### config.mk
export PLATFORM = sky130hd
export DESIGN_NAME = afss_sequencer
export DESIGN_NICKNAME = d
export VERILOG_FILES = /design/src/hdl/afss_i2c_slave.v /design/src/hdl/afss_sequencer.v
export VERILOG_INCLUDE_DIRS = /design/src /design/src/hdl
export SDC_FILE = /design/constraint.sdc
export NUM_CORES = 1
export LEC_CHECK = 0
export BUFFER_PORTS_ARGS = -buffer_cell sky130_fd_sc_hd__buf_4
export CORE_ASPECT_RATIO = 1.5
export CORE_MARGIN = 2
export CORE_UTILIZATION = 25
export CTS_CLUSTER_SIZE = 12
export DETAILED_ROUTE_END_ITERATION = 12
export GPL_TIMING_DRIVEN = 0
export SLEW_MARGIN = 20
export SYNTH_ARGS = -nofsm -noshare
export SYNTH_HDL_FRONTEND = slang
export SYNTH_SLANG_ARGS = --single-unit
### constraint.sdc
create_clock -name clk_in -period 2.5 [get_ports clk_in]
set_input_delay 0.375 -clock clk_in [delete_from_list [all_inputs] [get_ports clk_in]]
set_output_delay 0.375 -clock clk_in [all_outputs]
set_load 0.02 [all_outputs]
### src/hdl/afss_consts.vh
// constants for the autofocus stepper sequencer
// Overview of operation
// - control bit 2 low holds step counter reset
// - step code sits in control bits 7..3
// - steps moved equal twice code plus two
// - config bits 2..0 pick hold pulse count
// - focus hold pulse 2 ms or 1 ms
// - home hold pulse 10 ms or 5 ms
// - config bit 3 picks 2-phase or 1-2 phase
// - config bit 4 enables home position sequence
// - config bit 5 adds 64 extra steps
// - config bit 7 reads running flag
// - running flag clears itself at sequence end
// - focus sequence steps at 500 pps
// - home sequence steps at 100 pps
`ifndef AFSS_CONSTS_VH
`define AFSS_CONSTS_VH

`define AFSS_SLAVE_ADDR     7'h32
`define AFSS_ADDR_CTRL      8'h00
`define AFSS_ADDR_CFG       8'h01
`define AFSS_CTRL_RESET     8'h00
`define AFSS_CFG_RESET      6'h00

`define AFSS_CTRL_DIR       0
`define AFSS_CTRL_ON        1
`define AFSS_CTRL_CRST      2
`define AFSS_CTRL_CODE_LO   3
`define AFSS_CTRL_CODE_HI   7
`define AFSS_CFG_HOLD_LO    0
`define AFSS_CFG_HOLD_HI    2
`define AFSS_CFG_EXC        3
`define AFSS_CFG_HOME       4
`define AFSS_CFG_PLUS64     5
`define AFSS_CFG_FLAG       7

`define AFSS_CLK_MHZ        40
`define AFSS_AF_PPS         500
`define AFSS_HOME_PPS       100
`define AFSS_AF_HOLD2_US    2000
`define AFSS_AF_HOLD12_US   1000
`define AFSS_HOME_HOLD2_US  10000
`define AFSS_HOME_HOLD12_US 5000
`define AFSS_EXTRA_STEPS    8'h40

`endif

### src/hdl/afss_i2c_slave.v
// byte-wide register port reached over the two-wire serial link
`timescale 1ns/100ps
`default_nettype none
`include "afss_consts.vh"
module afss_i2c_slave (
   // clock, reset, enable
   input  wire       clk_in,
   input  wire       rst_n_in,
   input  wire       ce_in,
   // link pins
   input  wire       scl_in,
   input  wire       sda_in,
   output reg        sda_oe_out,
   // register side
   input  wire [7:0] rd_data_in,
   output reg  [7:0] rd_addr_out,
   output reg        wr_stb_out,
   output reg  [7:0] wr_addr_out,
   output reg  [7:0] wr_data_out
);
   localparam [6:0] S_IDLE = 7'h01;
   localparam [6:0] S_ADDR = 7'h02;
   localparam [6:0] S_PTR  = 7'h04;
   localparam [6:0] S_WDAT = 7'h08;
   localparam [6:0] S_ACK  = 7'h10;
   localparam [6:0] S_TX   = 7'h20;
   localparam [6:0] S_MACK = 7'h40;

   reg [2:0] scl_s_q;
   reg [2:0] sda_s_q;
   reg       scl_f_q;
   reg       sda_f_q;
   reg       scl_p_q;
   reg       sda_p_q;
   reg [6:0] st_q;
   reg [6:0] nxt_q;
   reg [3:0] cnt_q;
   reg [7:0] sh_q;
   reg       nack_q;

   wire start_w = scl_f_q & scl_p_q & sda_p_q & ~sda_f_q;
   wire stop_w  = scl_f_q & scl_p_q & ~sda_p_q & sda_f_q;
   wire rise_w  = scl_f_q & ~scl_p_q;
   wire fall_w  = ~scl_f_q & scl_p_q;

   always @(posedge clk_in) begin
      if (!rst_n_in) begin
         scl_s_q     <= 3'h7;
         sda_s_q     <= 3'h7;
         scl_f_q     <= 1'b1;
         sda_f_q     <= 1'b1;
         scl_p_q     <= 1'b1;
         sda_p_q     <= 1'b1;
         st_q        <= S_IDLE;
         nxt_q       <= S_IDLE;
         cnt_q       <= 4'h0;
         sh_q        <= 8'h00;
         nack_q      <= 1'b0;
         sda_oe_out  <= 1'b0;
         rd_addr_out <= 8'h00;
         wr_stb_out  <= 1'b0;
         wr_addr_out <= 8'h00;
         wr_data_out <= 8'h00;
      end else if (ce_in) begin
         scl_s_q <= {scl_s_q[1:0], scl_in};
         sda_s_q <= {sda_s_q[1:0], sda_in};
         // a level is taken only once the last two stages agree
         if (scl_s_q[1] == scl_s_q[2]) begin
            scl_f_q <= scl_s_q[2];
         end
         if (sda_s_q[1] == sda_s_q[2]) begin
            sda_f_q <= sda_s_q[2];
         end
         scl_p_q    <= scl_f_q;
         sda_p_q    <= sda_f_q;
         wr_stb_out <= 1'b0;
         if (start_w) begin
            st_q       <= S_ADDR;
            cnt_q      <= 4'h0;
            sda_oe_out <= 1'b0;
         end else if (stop_w) begin
            st_q       <= S_IDLE;
            sda_oe_out <= 1'b0;
         end else if (rise_w) begin
            cnt_q <= cnt_q + 4'h1;
            if ((st_q == S_ADDR) || (st_q == S_PTR) || (st_q == S_WDAT)) begin
               sh_q <= {sh_q[6:0], sda_f_q};
            end
            if (st_q == S_MACK) begin
               nack_q <= sda_f_q;
            end
         end else if (fall_w) begin
            case (st_q)
               S_ADDR: begin
                  if (cnt_q == 4'h8) begin
                     cnt_q <= 4'h0;
                     if (sh_q[7:1] == `AFSS_SLAVE_ADDR) begin
                        sda_oe_out <= 1'b1;
                        st_q       <= S_ACK;
                        nxt_q      <= sh_q[0] ? S_TX : S_PTR;
                     end else begin
                        st_q <= S_IDLE;
                     end
                  end
               end
               S_PTR: begin
                  if (cnt_q == 4'h8) begin
                     cnt_q       <= 4'h0;
                     rd_addr_out <= sh_q;
                     sda_oe_out  <= 1'b1;
                     st_q        <= S_ACK;
                     nxt_q       <= S_WDAT;
                  end
               end
               S_WDAT: begin
                  if (cnt_q == 4'h8) begin
                     cnt_q       <= 4'h0;
                     wr_stb_out  <= 1'b1;
                     wr_addr_out <= rd_addr_out;
                     wr_data_out <= sh_q;
                     rd_addr_out <= rd_addr_out + 8'h01;
                     sda_oe_out  <= 1'b1;
                     st_q        <= S_ACK;
                     nxt_q       <= S_WDAT;
                  end
               end
               S_ACK, S_MACK: begin
                  cnt_q <= 4'h0;
                  if ((st_q == S_MACK) && nack_q) begin
                     sda_oe_out <= 1'b0;
                     st_q       <= S_IDLE;
                  end else if ((st_q == S_MACK) || (nxt_q == S_TX)) begin
                     // pointer advances as each byte is loaded for sending
                     sh_q        <= rd_data_in;
                     sda_oe_out  <= ~rd_data_in[7];
                     rd_addr_out <= rd_addr_out + 8'h01;
                     st_q        <= S_TX;
                  end else begin
                     sda_oe_out <= 1'b0;
                     st_q       <= nxt_q;
                  end
               end
               S_TX: begin
                  if (cnt_q == 4'h8) begin
                     sda_oe_out <= 1'b0;
                     st_q       <= S_MACK;
                  end else begin
                     sh_q       <= {sh_q[6:0], 1'b0};
                     sda_oe_out <= ~sh_q[6];
                  end
               end
               default: begin
                  st_q <= S_IDLE;
               end
            endcase
         end
      end
   end
endmodule
`default_nettype wire

### src/hdl/afss_sequencer.v
// autofocus and home position stepping sequencer with its two registers
`timescale 1ns/100ps
`default_nettype none
`include "afss_consts.vh"
module afss_sequencer #(
   parameter [19:0] AF_STEP_CYC     = (`AFSS_CLK_MHZ * 1000000) / `AFSS_AF_PPS,
   parameter [19:0] HOME_STEP_CYC   = (`AFSS_CLK_MHZ * 1000000) / `AFSS_HOME_PPS,
   parameter [19:0] AF_HOLD2_CYC    = `AFSS_AF_HOLD2_US * `AFSS_CLK_MHZ,
   parameter [19:0] AF_HOLD12_CYC   = `AFSS_AF_HOLD12_US * `AFSS_CLK_MHZ,
   parameter [19:0] HOME_HOLD2_CYC  = `AFSS_HOME_HOLD2_US * `AFSS_CLK_MHZ,
   parameter [19:0] HOME_HOLD12_CYC = `AFSS_HOME_HOLD12_US * `AFSS_CLK_MHZ
) (
   // clock, reset, enable
   input  wire       clk_in,
   input  wire       rst_n_in,
   input  wire       ce_in,
   // serial link pins
   input  wire       scl_in,
   input  wire       sda_in,
   output reg        sda_out,
   output wire       sda_oe_out,
   // motor bridge and status
   output reg  [3:0] bridge_out,
   output reg        running_out,
   output reg  [7:0] step_count_out
);
   localparam [3:0] Q_IDLE  = 4'h1;
   localparam [3:0] Q_HOLDF = 4'h2;
   localparam [3:0] Q_STEP  = 4'h4;
   localparam [3:0] Q_HOLDR = 4'h8;

   reg  [7:0]  ctrl_q;
   reg  [5:0]  cfg_q;
   reg  [3:0]  st_q;
   reg  [19:0] tmr_q;
   reg  [5:0]  holds_q;
   reg  [7:0]  left_q;
   reg  [2:0]  phase_q;
   reg         home_q;
   reg         half_q;
   reg         dir_q;
   reg  [7:0]  rd_data_d;
   wire [7:0]  rd_addr_w;
   wire        wr_stb_w;
   wire [7:0]  wr_addr_w;
   wire [7:0]  wr_data_w;

   // hold pulse count per select code
   function [5:0] hold_count;
      input [2:0] code;
      begin
         case (code)
            3'h1:    hold_count = 6'h02;
            3'h2:    hold_count = 6'h04;
            3'h3:    hold_count = 6'h05;
            3'h4:    hold_count = 6'h08;
            3'h5:    hold_count = 6'h10;
            3'h6:    hold_count = 6'h20;
            default: hold_count = 6'h01;
         endcase
      end
   endfunction

   // bridge levels OUT1..OUT4 per half-step; even entries form the 2-phase cycle
   function [3:0] phase_bits;
      input [2:0] ph;
      begin
         case (ph)
            3'h0:    phase_bits = 4'hA;
            3'h1:    phase_bits = 4'h2;
            3'h2:    phase_bits = 4'h6;
            3'h3:    phase_bits = 4'h4;
            3'h4:    phase_bits = 4'h5;
            3'h5:    phase_bits = 4'h1;
            3'h6:    phase_bits = 4'h9;
            default: phase_bits = 4'h8;
         endcase
      end
   endfunction

   afss_i2c_slave u_link (
      .clk_in      (clk_in),
      .rst_n_in    (rst_n_in),
      .ce_in       (ce_in),
      .scl_in      (scl_in),
      .sda_in      (sda_in),
      .sda_oe_out  (sda_oe_out),
      .rd_data_in  (rd_data_d),
      .rd_addr_out (rd_addr_w),
      .wr_stb_out  (wr_stb_w),
      .wr_addr_out (wr_addr_w),
      .wr_data_out (wr_data_w)
   );

   // launch needs the written byte to release the counter and switch on
   wire launch_w = wr_stb_w && (wr_addr_w == `AFSS_ADDR_CTRL) &&
                   wr_data_w[`AFSS_CTRL_CRST] && wr_data_w[`AFSS_CTRL_ON];
   wire [4:0] code_w = wr_data_w[`AFSS_CTRL_CODE_HI:`AFSS_CTRL_CODE_LO];
   // twice the code plus two, optionally 64 more
   wire [7:0] total_w = {2'h0, code_w, 1'b0} + 8'h02 +
                        (cfg_q[`AFSS_CFG_PLUS64] ? `AFSS_EXTRA_STEPS : 8'h00);
   wire       home_w = cfg_q[`AFSS_CFG_HOME];
   wire       half_w = cfg_q[`AFSS_CFG_EXC];
   wire [19:0] hold_start_w = home_w ? (half_w ? HOME_HOLD12_CYC : HOME_HOLD2_CYC)
                                     : (half_w ? AF_HOLD12_CYC : AF_HOLD2_CYC);
   wire [19:0] hold_cyc_w = home_q ? (half_q ? HOME_HOLD12_CYC : HOME_HOLD2_CYC)
                                   : (half_q ? AF_HOLD12_CYC : AF_HOLD2_CYC);
   wire [19:0] step_cyc_w = home_q ? HOME_STEP_CYC : AF_STEP_CYC;
   wire        tick_w     = (tmr_q == 20'h0_0000);
   wire [2:0]  delta_w    = half_q ? 3'h1 : 3'h2;

   always @* begin
      case (rd_addr_w)
         `AFSS_ADDR_CTRL: rd_data_d = ctrl_q;
         `AFSS_ADDR_CFG:  rd_data_d = {running_out, 1'b0, cfg_q};
         default:         rd_data_d = 8'h00;
      endcase
   end

   always @(posedge clk_in) begin
      if (!rst_n_in) begin
         ctrl_q         <= `AFSS_CTRL_RESET;
         cfg_q          <= `AFSS_CFG_RESET;
         st_q           <= Q_IDLE;
         tmr_q          <= 20'h0_0000;
         holds_q        <= 6'h00;
         left_q         <= 8'h00;
         phase_q        <= 3'h0;
         home_q         <= 1'b0;
         half_q         <= 1'b0;
         dir_q          <= 1'b0;
         sda_out        <= 1'b0;
         bridge_out     <= 4'h0;
         running_out    <= 1'b0;
         step_count_out <= 8'h00;
      end else if (ce_in) begin
         if (wr_stb_w && (wr_addr_w == `AFSS_ADDR_CTRL)) begin
            ctrl_q <= wr_data_w;
         end
         // running flag is read-only; settings should not move mid-sequence
         if (wr_stb_w && (wr_addr_w == `AFSS_ADDR_CFG)) begin
            cfg_q <= wr_data_w[5:0];
         end
         bridge_out <= running_out ? phase_bits(phase_q) : 4'h0;
         if (launch_w && (st_q == Q_IDLE)) begin
            // mode and excitation are latched; the rear hold count is read from cfg_q when stepping ends
            st_q           <= Q_HOLDF;
            running_out    <= 1'b1;
            home_q         <= home_w;
            half_q         <= half_w;
            dir_q          <= wr_data_w[`AFSS_CTRL_DIR];
            left_q         <= total_w;
            holds_q        <= hold_count(cfg_q[`AFSS_CFG_HOLD_HI:`AFSS_CFG_HOLD_LO]);
            tmr_q          <= hold_start_w - 20'h0_0001;
            step_count_out <= 8'h00;
         end else if (!ctrl_q[`AFSS_CTRL_CRST] || !ctrl_q[`AFSS_CTRL_ON]) begin
            // counter reset or standby aborts; only counter reset zeroes the count
            st_q        <= Q_IDLE;
            running_out <= 1'b0;
            if (!ctrl_q[`AFSS_CTRL_CRST]) begin
               step_count_out <= 8'h00;
            end
         end else if (st_q != Q_IDLE) begin
            tmr_q <= tmr_q - 20'h0_0001;
            case (st_q)
               Q_HOLDF, Q_HOLDR: begin
                  if (tick_w) begin
                     holds_q <= holds_q - 6'h01;
                     tmr_q   <= hold_cyc_w - 20'h0_0001;
                     if (holds_q == 6'h01) begin
                        if (st_q == Q_HOLDF) begin
                           st_q  <= Q_STEP;
                           tmr_q <= step_cyc_w - 20'h0_0001;
                        end else begin
                           st_q        <= Q_IDLE;
                           running_out <= 1'b0;
                        end
                     end
                  end
               end
               Q_STEP: begin
                  if (tick_w) begin
                     phase_q        <= dir_q ? phase_q - delta_w : phase_q + delta_w;
                     step_count_out <= step_count_out + 8'h01;
                     left_q         <= left_q - 8'h01;
                     tmr_q          <= step_cyc_w - 20'h0_0001;
                     if (left_q == 8'h01) begin
                        st_q    <= Q_HOLDR;
                        holds_q <= hold_count(cfg_q[`AFSS_CFG_HOLD_HI:`AFSS_CFG_HOLD_LO]);
                        tmr_q   <= hold_cyc_w - 20'h0_0001;
                     end
                  end
               end
               default: begin
                  st_q <= Q_IDLE;
               end
            endcase
         end
      end
   end
endmodule
`default_nettype wire

==> impl_results.md, run 1 <==
* Outcome: finished, final reports clean
* Max Slew Vio Count at 0
* Final period util at roughly 98%
* CTS H-tree lvls at 4
* Min-delay worst type: input port to flip-flop
* Worst slew pin tran at 0.775 ns
* Worst Reg2Reg Path Length in Cells at 7
* Final setup viols at 0
* Slowest stage cell, crit path: or4_4
* Mapped Nets at 990
* GR Util met2 at 27.9%
* CP top delay family: simple AND/OR/NAND/NOR gates
* Mapped Avg Cell Area at between 7 and 8 µm²
* Maximum clock path buffer count at 2
* R2R Setup Slk at 0.06 ns
* Initial DRT Pass Iterations at 5
* Syn Std Cell Area at 0.00753 mm²
* Violation count after the first detailed-route iteration at 536
* Met1 Use GR at 14.7%
* Final #Nets at 1043
* Final wirelength at 23700 µm
* CP Cell Sequence: or4_4, or4_4, nor2_4, buf_6, buf_4, a221o_1, o221a_2
* Reg2reg end: tmr_q[9]
* Buf+Inv Stages, Crit Path at 2
* Vias after detailed routing at 7309
* Yosys warns at 0
* Detail Placement HPWL at 17100 µm
* Max FO, Critical Path at 7
* Lkg Pwr at 3.33 nW
* Drt drc at 0
* Total grt overflow at 0
* Min-delay src: sda_in
* Async SR Flop Fraction at 0%
* Row cnt at just under 80
* Worst Hold Path EP: u_link.sda_s_q[0]
* Most instantiated cells after synthesis: 131 x dfxtp_1, 129 x nand2_1, 95 x a21oi_1, 93 x nor2_1, 40 x clkbuf_1
* Core Area at 0.0296 mm²
* Clk_lat worst skew at 0.43 ns
* CTS tree: built
* N_diodes at 0
* Relative slew slack at 48.3%
* Hold Slack at 0.168 ns
* Ys flop type: dfxtp_1
* Critical path class: flip-flop to flip-flop
* Gpl congestion at 0.884
* WHS Path Cells at 3
* Gr busiest metal: met2
* Initial antenna violation count at 0
* Startpoint Class: flip-flop
* Gr usage total at 14.7%
* Worst setup margin at 0.0598 ns
* Maximum vdd drop at 0.000467 V
* Die width at roughly 150 µm
* Synth-to-layout area growth at 22.7%
* Post-synth EDFFs at 0
* P per Cell Area at 515 mW/mm²
* Largest cells by area after synthesis: dfxtp_1 35%, nand2_1 6.4%, a21oi_1 6.3%
* Slowest cell delay on critical path at 0.60 ns
* Number of synthesized register bits at 131
* Cell with the most instances after synthesis: dfxtp_1
* Worst r2r src: tmr_q[13]
* CTS Buf Count at 17
* Die ar. at 0.0315 mm²
* Final hold violation count at 0
* Fillers at about 3100
* Cell taking the most area after synthesis: dfxtp_1
* Chip height at 217 µm
* Global-route wire length before repair at 37500 µm
* Initial Utilization at 25.4%
* Vias in the first global route at 7174
* RSZ-0062 raised after global routing: true
* Worst path depth at 7
* Design Power at approximately 4.8 mW
* DRT antenna net count at 0
* Crit. End Element: flip-flop
* Sequential-to-total area share from yosys stat at about a third
* Routed WL per cell at 16.7 µm
* GR Util met3 at 2.65%
* Ports at 20
* Share of cells above drive strength 1 at between 10% and 20%
* Largest net degree at the start of global routing at 17
* Final Skew at 0.0131 ns
* Max-Cap Viols at 0
* Crit path top cell by count: or4_4
* Clk slew on worst S/H paths at roughly 0.070 ns
* Arrival time at the worst endpoint at 2.82 ns
* Pre-CTS WS at -0.872 ns
* Highest Clock Rate at 410 MHz
* Area fraction of the dominant cell type after synthesis at a little over a third
* Port bufs at 17
* Synth Instances at around 960
* Final Critical Period at 2.44 ns
* Root buffer cell: clkbuf_16
* Post-cts hold buffer count at 0
* Vias per cell at 5.16
* Clock sinks at 131
* Critical Path RT at 2.88 ns
* Unique masters post-synth at between 70 and 80
## kinds of logic (layout without fill, tap and decap cells)
group / after synthesis / after routing / share of synthesized area (%)
simple gates: 411 / 411 / 27.5
fa+ha+maj: 30 / 30 / 5.09
mux: 26 / 26 / 3.49
other cells: 1 / 1 / 0.0498
flops: 131 / 131 / 34.8
compound gates: 242 / 243 / 20.6
xor+xnor: 29 / 29 / 3.37
buf+inv: 85 / 150 / 5.05
## timing repair
item | in CTS | in global routing
setup buffers | 15 | 7
cloned | 1 | 1
resized for setup | 47 | 35
endpoints found under the setup margin | 91 | 69
pin swaps | 9 | 11
## report_power, final
| part | switching, mW | internal, mW |
|---|---|---|
| registers | 0.00448 | 2.09 |
| clock network | 0.955 | 1.57 |
| logic | 0.104 | 0.0374 |
## cell type report
class                      count  area [µm²]  area share, %
multi-input combinational    740        4850           52.5
inverter                      28         105           1.14
clock inverter                 9         103           1.11
clock buffer                  23         488           5.28
buffer                        49         256           2.78
tap                          395         494           5.35
timing repair buffer          41         307           3.32
sequential                   131        2630           28.5
## worst max-delay path by stage
| stage | from | end |
|---|---|---|
| floorplan | tmr_q[12] | left_q[7] |
| global placement | u_link.wr_addr_out[1] | left_q[7] |
| detailed placement | u_link.wr_addr_out[1] | left_q[7] |
| CTS | u_link.st_q[2] | u_link.nxt_q[5] |
| global route | tmr_q[13] | tmr_q[12] |
| finish | tmr_q[13] | tmr_q[9] |
## tightest hold or removal path: stages
cell and delay (ns):
buf_4 0.08, mux2i_1 0.05, nand2_1 0.06
## metal layers
metal / share of wire [%] / wire length, µm / vias up
met5: 0 / 0 / -
met4: 5.7 / 1340 / 0
met3: 4.1 / 963 / 86
met2: 53 / 12500 / 183
met1: 37 / 8860 / 3467
li1: - / - / 3573
## stage by stage
stage               area (µm²)  setup TNS, ns  cells  util [%]
finish                    9240              0   1416      31.2
global route              9240         -0.113   1416      31.2
CTS                       9110        -0.0253   1413      30.8
detailed placement        8170         -28.55   1368      27.6
global placement          8150         -27.86   1367      27.5
floorplan                 7530              0    955         -
## state kept, by name, indices dropped and copies added (netlist names), 3 cells and up
name                flops
bridge_out              4
u_link.st_q             7
u_link.cnt_q            4
cfg_q                   6
st_q                    4
holds_q                 6
u_link.scl_s_q          3
u_link.sh_q             8
u_link.wr_addr_out      8
phase_q                 3
ctrl_q                  8
u_link.rd_addr_out      8
left_q                  8
tmr_q                  20
u_link.wr_data_out      8
step_count_out          8
u_link.sda_s_q          3
u_link.nxt_q            4
## placed cells by master (no fill, tap or decap), types with 7 or more instances in the layout
| master | synthesis | final |
|---|---|---|
| o21a_1 | 11 | 11 |
| nor4_1 | 16 | 10 |
| xnor2_1 | 15 | 15 |
| nor2b_1 | 7 | 7 |
| and3_1 | 12 | 12 |
| o31ai_1 | 10 | 9 |
| nand2_1 | 129 | 128 |
| inv_1 | 27 | 27 |
| clkbuf_1 | 40 | 32 |
| nor3_1 | 30 | 27 |
| a31oi_1 | 10 | 9 |
| clkbuf_16 | 0 | 17 |
| o21ai_0 | 39 | 38 |
| o211ai_1 | 7 | 7 |
| or3_1 | 11 | 9 |
| a21oi_1 | 95 | 90 |
| buf_4 | 3 | 40 |
| ha_1 | 29 | 29 |
| nand3_1 | 36 | 35 |
| buf_6 | 6 | 8 |
| a211oi_1 | 11 | 11 |
| or4_1 | 9 | 7 |
| nand4_1 | 10 | 10 |
| xor2_1 | 14 | 14 |
| nor2_1 | 93 | 89 |
| nand2b_1 | 13 | 13 |
| dfxtp_1 | 131 | 128 |
| mux2i_1 | 24 | 24 |
No activity file was read; power rests on OpenSTA's default activity.
==> inputs of run 2 (changes only) <==
--- a/config.mk
+++ b/config.mk
@@ -12,8 +12,9 @@
 export CORE_UTILIZATION = 25
 export CTS_CLUSTER_SIZE = 12
 export DETAILED_ROUTE_END_ITERATION = 12
-export GPL_TIMING_DRIVEN = 0
+export GPL_ROUTABILITY_DRIVEN = 0
 export SLEW_MARGIN = 20
 export SYNTH_ARGS = -nofsm -noshare
 export SYNTH_HDL_FRONTEND = slang
+export SYNTH_HIERARCHICAL = 1
 export SYNTH_SLANG_ARGS = --single-unit
==> run 2 against run 1 <==
Effect of this change: area after synthesis increased by 2.9%; flip-flop and latch count unchanged; first-iteration DRC count decreased by 24%; fmax increased by 1.1%; die area increased by 2.9%; clock power decreased by 6%; utilization decreased by 1.1 points; global-route usage decreased by 1.0 points; register-to-register slack improved by 0.03 ns; clock skew increased by 0.00052 ns; worst hold slack improved by 0.0054 ns; sequential power about the same; critical endpoint is now phase_q[2]; highest routed layer unchanged.
==> impl_results.md, run 2 <==
* Vias in the first global route at 7184
* Dpl cell area at roughly 0.0087 mm²
* Final wirelength at 21900 µm
* Highest Clock Rate at between 400 and 500 MHz
* CTS tree: built
* Async SR Flop Fraction at 0%
* Critical Path RT at 2.85 ns
* P per Cell Area at around 500 mW/mm²
* Outcome: finished, final reports clean
* DRT antenna net count at 0
* Post-route cell area at 0.00927 mm²
* Clock sinks at 131
* Initial Utilization at 25.2%
* Final Skew at 0.0136 ns
* Area fraction of the dominant cell type after synthesis at 33.9%
* Clk slew on worst S/H paths at about 0.06 ns
* Sequential-to-total area share from yosys stat at 33.9%
* R2R Setup Slk at 0.09 ns
* Synth-to-layout area growth at 19.6%
* Violation count after the first detailed-route iteration at 405
* Mapped Nets at 984
* Post-synth EDFFs at 0
* Worst setup margin at 0.0862 ns
* Gr usage total at 13.7%
* Met1 Use GR at between 10 and 15%
* Clk_lat worst skew at 0.43 ns
* Lkg Pwr at about 3.8 nW
* Most frequent cells in the layout: 131 x dfxtp_1, 106 x nor2_1, 91 x nand2_1
* Maximum vdd drop at 0.000328 V
* Final #Nets at 1036
* Critical path class: flip-flop to flip-flop
* Detail Placement HPWL at ~16000 µm
* Cell with the most instances after synthesis: dfxtp_1
* Max FO, Critical Path at 6
* Syn Std Cell Area at 0.00775 mm²
* Most instantiated cells after synthesis: 131 x dfxtp_1, 106 x nor2_1, 91 x nand2_1, 72 x a21oi_1, 67 x mux2i_1
* Final Critical Period at ~2.4 ns
* CTS Buf Count at 17
* Unique masters post-synth at 84
* Share of cells above drive strength 1 at 15.7%
* Die ar. at between 0.03 and 0.04 mm²
* Mapped Avg Cell Area at 8.15 µm²
* Min-delay worst type: input port to flip-flop
* Final period util at just under 100%
* Chip height at ~220 µm
* Commonest non-fill, non-tap cell in the layout: dfxtp_1
* Worst slew pin tran at a little over 0.8 ns
* Gr busiest metal: met2
* Die width at 148 µm
* Port bufs at 18
* Maximum clock path buffer count at 2
* Root buffer cell: clkbuf_16
* Initial antenna violation count at 0
* Global-route wire length before repair at roughly 36000 µm
* Hold Slack at 0.174 ns
* Ys flop type: dfxtp_1
* Vias per cell at 5.12
* Total grt overflow at 0
* N_diodes at 0
* Initial DRT Pass Iterations at 5
* Slowest stage cell, crit path: or4b_2
* CP Cell Sequence: or4b_2, nor4_2, buf_4, nand3_1, or3_1, a21oi_1
* Post-cts hold buffer count at 0
* Crit. End Element: flip-flop
* Relative slew slack at between 40 and 50%
* Setup TNS at 0 ns
* GR Util met3 at 2.32%
* Yosys warns at 6
* Final hold violation count at 0
* Largest cells by area after synthesis: dfxtp_1 34%, mux2i_1 8.7%, nor2_1 5.1%
* Startpoint Class: flip-flop
* Row cnt at 79
* Fillers at 3242
* Slowest cell delay on critical path at 0.73 ns
* Drt drc at 0
* Routed WL per cell at 15.4 µm
* CTS H-tree lvls at 4
* Max-Cap Viols at 0
* Core Area at 0.0307 mm²
* Max Slew Vio Count at 0
* Final setup viols at 0
* Top reg by flops: tmr_q
* Vias after detailed routing at 7277
* Largest net degree at the start of global routing at 37
* GR Util met2 at 25.3%
* Cell taking the most area after synthesis: dfxtp_1
* Number of synthesized register bits at 131
* Ports at 20
* Synth Instances at ~950
* Pre-CTS WS at -0.0285 ns
* Max FFs per register at 20
* Arrival time at the worst endpoint at 2.77 ns
run 2: cell types whose count changed after synthesis, sizes merged, moves of 8 or more:
cell    before  now
mux2i       24   67
nand3       36   27
a21oi       95   72
nor2        94  106
o211ai       7   19
nand2      130   93
o32ai        2   10
run 2: stage by stage:
stage	utilization (%)	instances	power, mW
floorplan	-	951	2.23
global placement	28.2	1388	2.28
detailed placement	28.2	1388	2.28
CTS	30.1	1420	4.67
global route	30.1	1421	4.78
finish	30.1	1421	4.62
run 2: critical path: cells and delay by family (launching register included):
family          cells  cell delay (ns)
simple gates        4             1.59
flops               1             0.44
buf+inv             1             0.19
compound gates      1             0.14
run 2: worst paths after layout:
path,startpoint,endpoint,cells past startpoint
worst max-delay path,st_q[2],phase_q[2],6
worst max register to register,st_q[2],phase_q[2],6
worst min-delay path,scl_in,u_link/scl_s_q[0],3
worst min register to register,u_link/scl_s_q[0],u_link/scl_s_q[0],2
run 2: routing by layer:
layer / vias up / part of all wire (%)
met4: 0 / 4.8
li1: 3580 / -
met5: - / 0
met3: 65 / 3.2
met2: 172 / 53
met1: 3460 / 39
run 2: kinds of logic (layout without fill, tap and decap cells):
logic type                 after synthesis  in the layout  share of synthesized area (%)
AOI/OAI and AO/OA                      230            230                           19.4
xor gates and xnor gates                24             24                           2.71
adders and majority gates               28             28                           4.62
buffers and inverters                   90            155                           4.93
DFF                                    131            131                           33.9
muxes                                   76             76                           9.96
other                                    1              1                         0.0484
and+or+nand+nor                        371            371                           24.5
run 2: layout make-up:
class	count	area [µm²]	area share (%)
clock buffers	18	429	4.63
clock inverters	14	130	1.40
inverters	33	124	1.34
multi-input cells	730	4770	51.4
flip-flops and latches	131	2620	28.3
well taps	405	507	5.47
repair buffers	90	688	7.43
run 2: power breakdown:
part	switching, mW	internal, mW
clock network	1.01	1.38
logic	0.0917	0.0417
registers	0.00690	2.09
run 2: what timing repair did:
action / CTS / global route
buffers inserted: 0 / 1
resized for setup: 1 / 4
setup endpoints to repair: 1 / 16
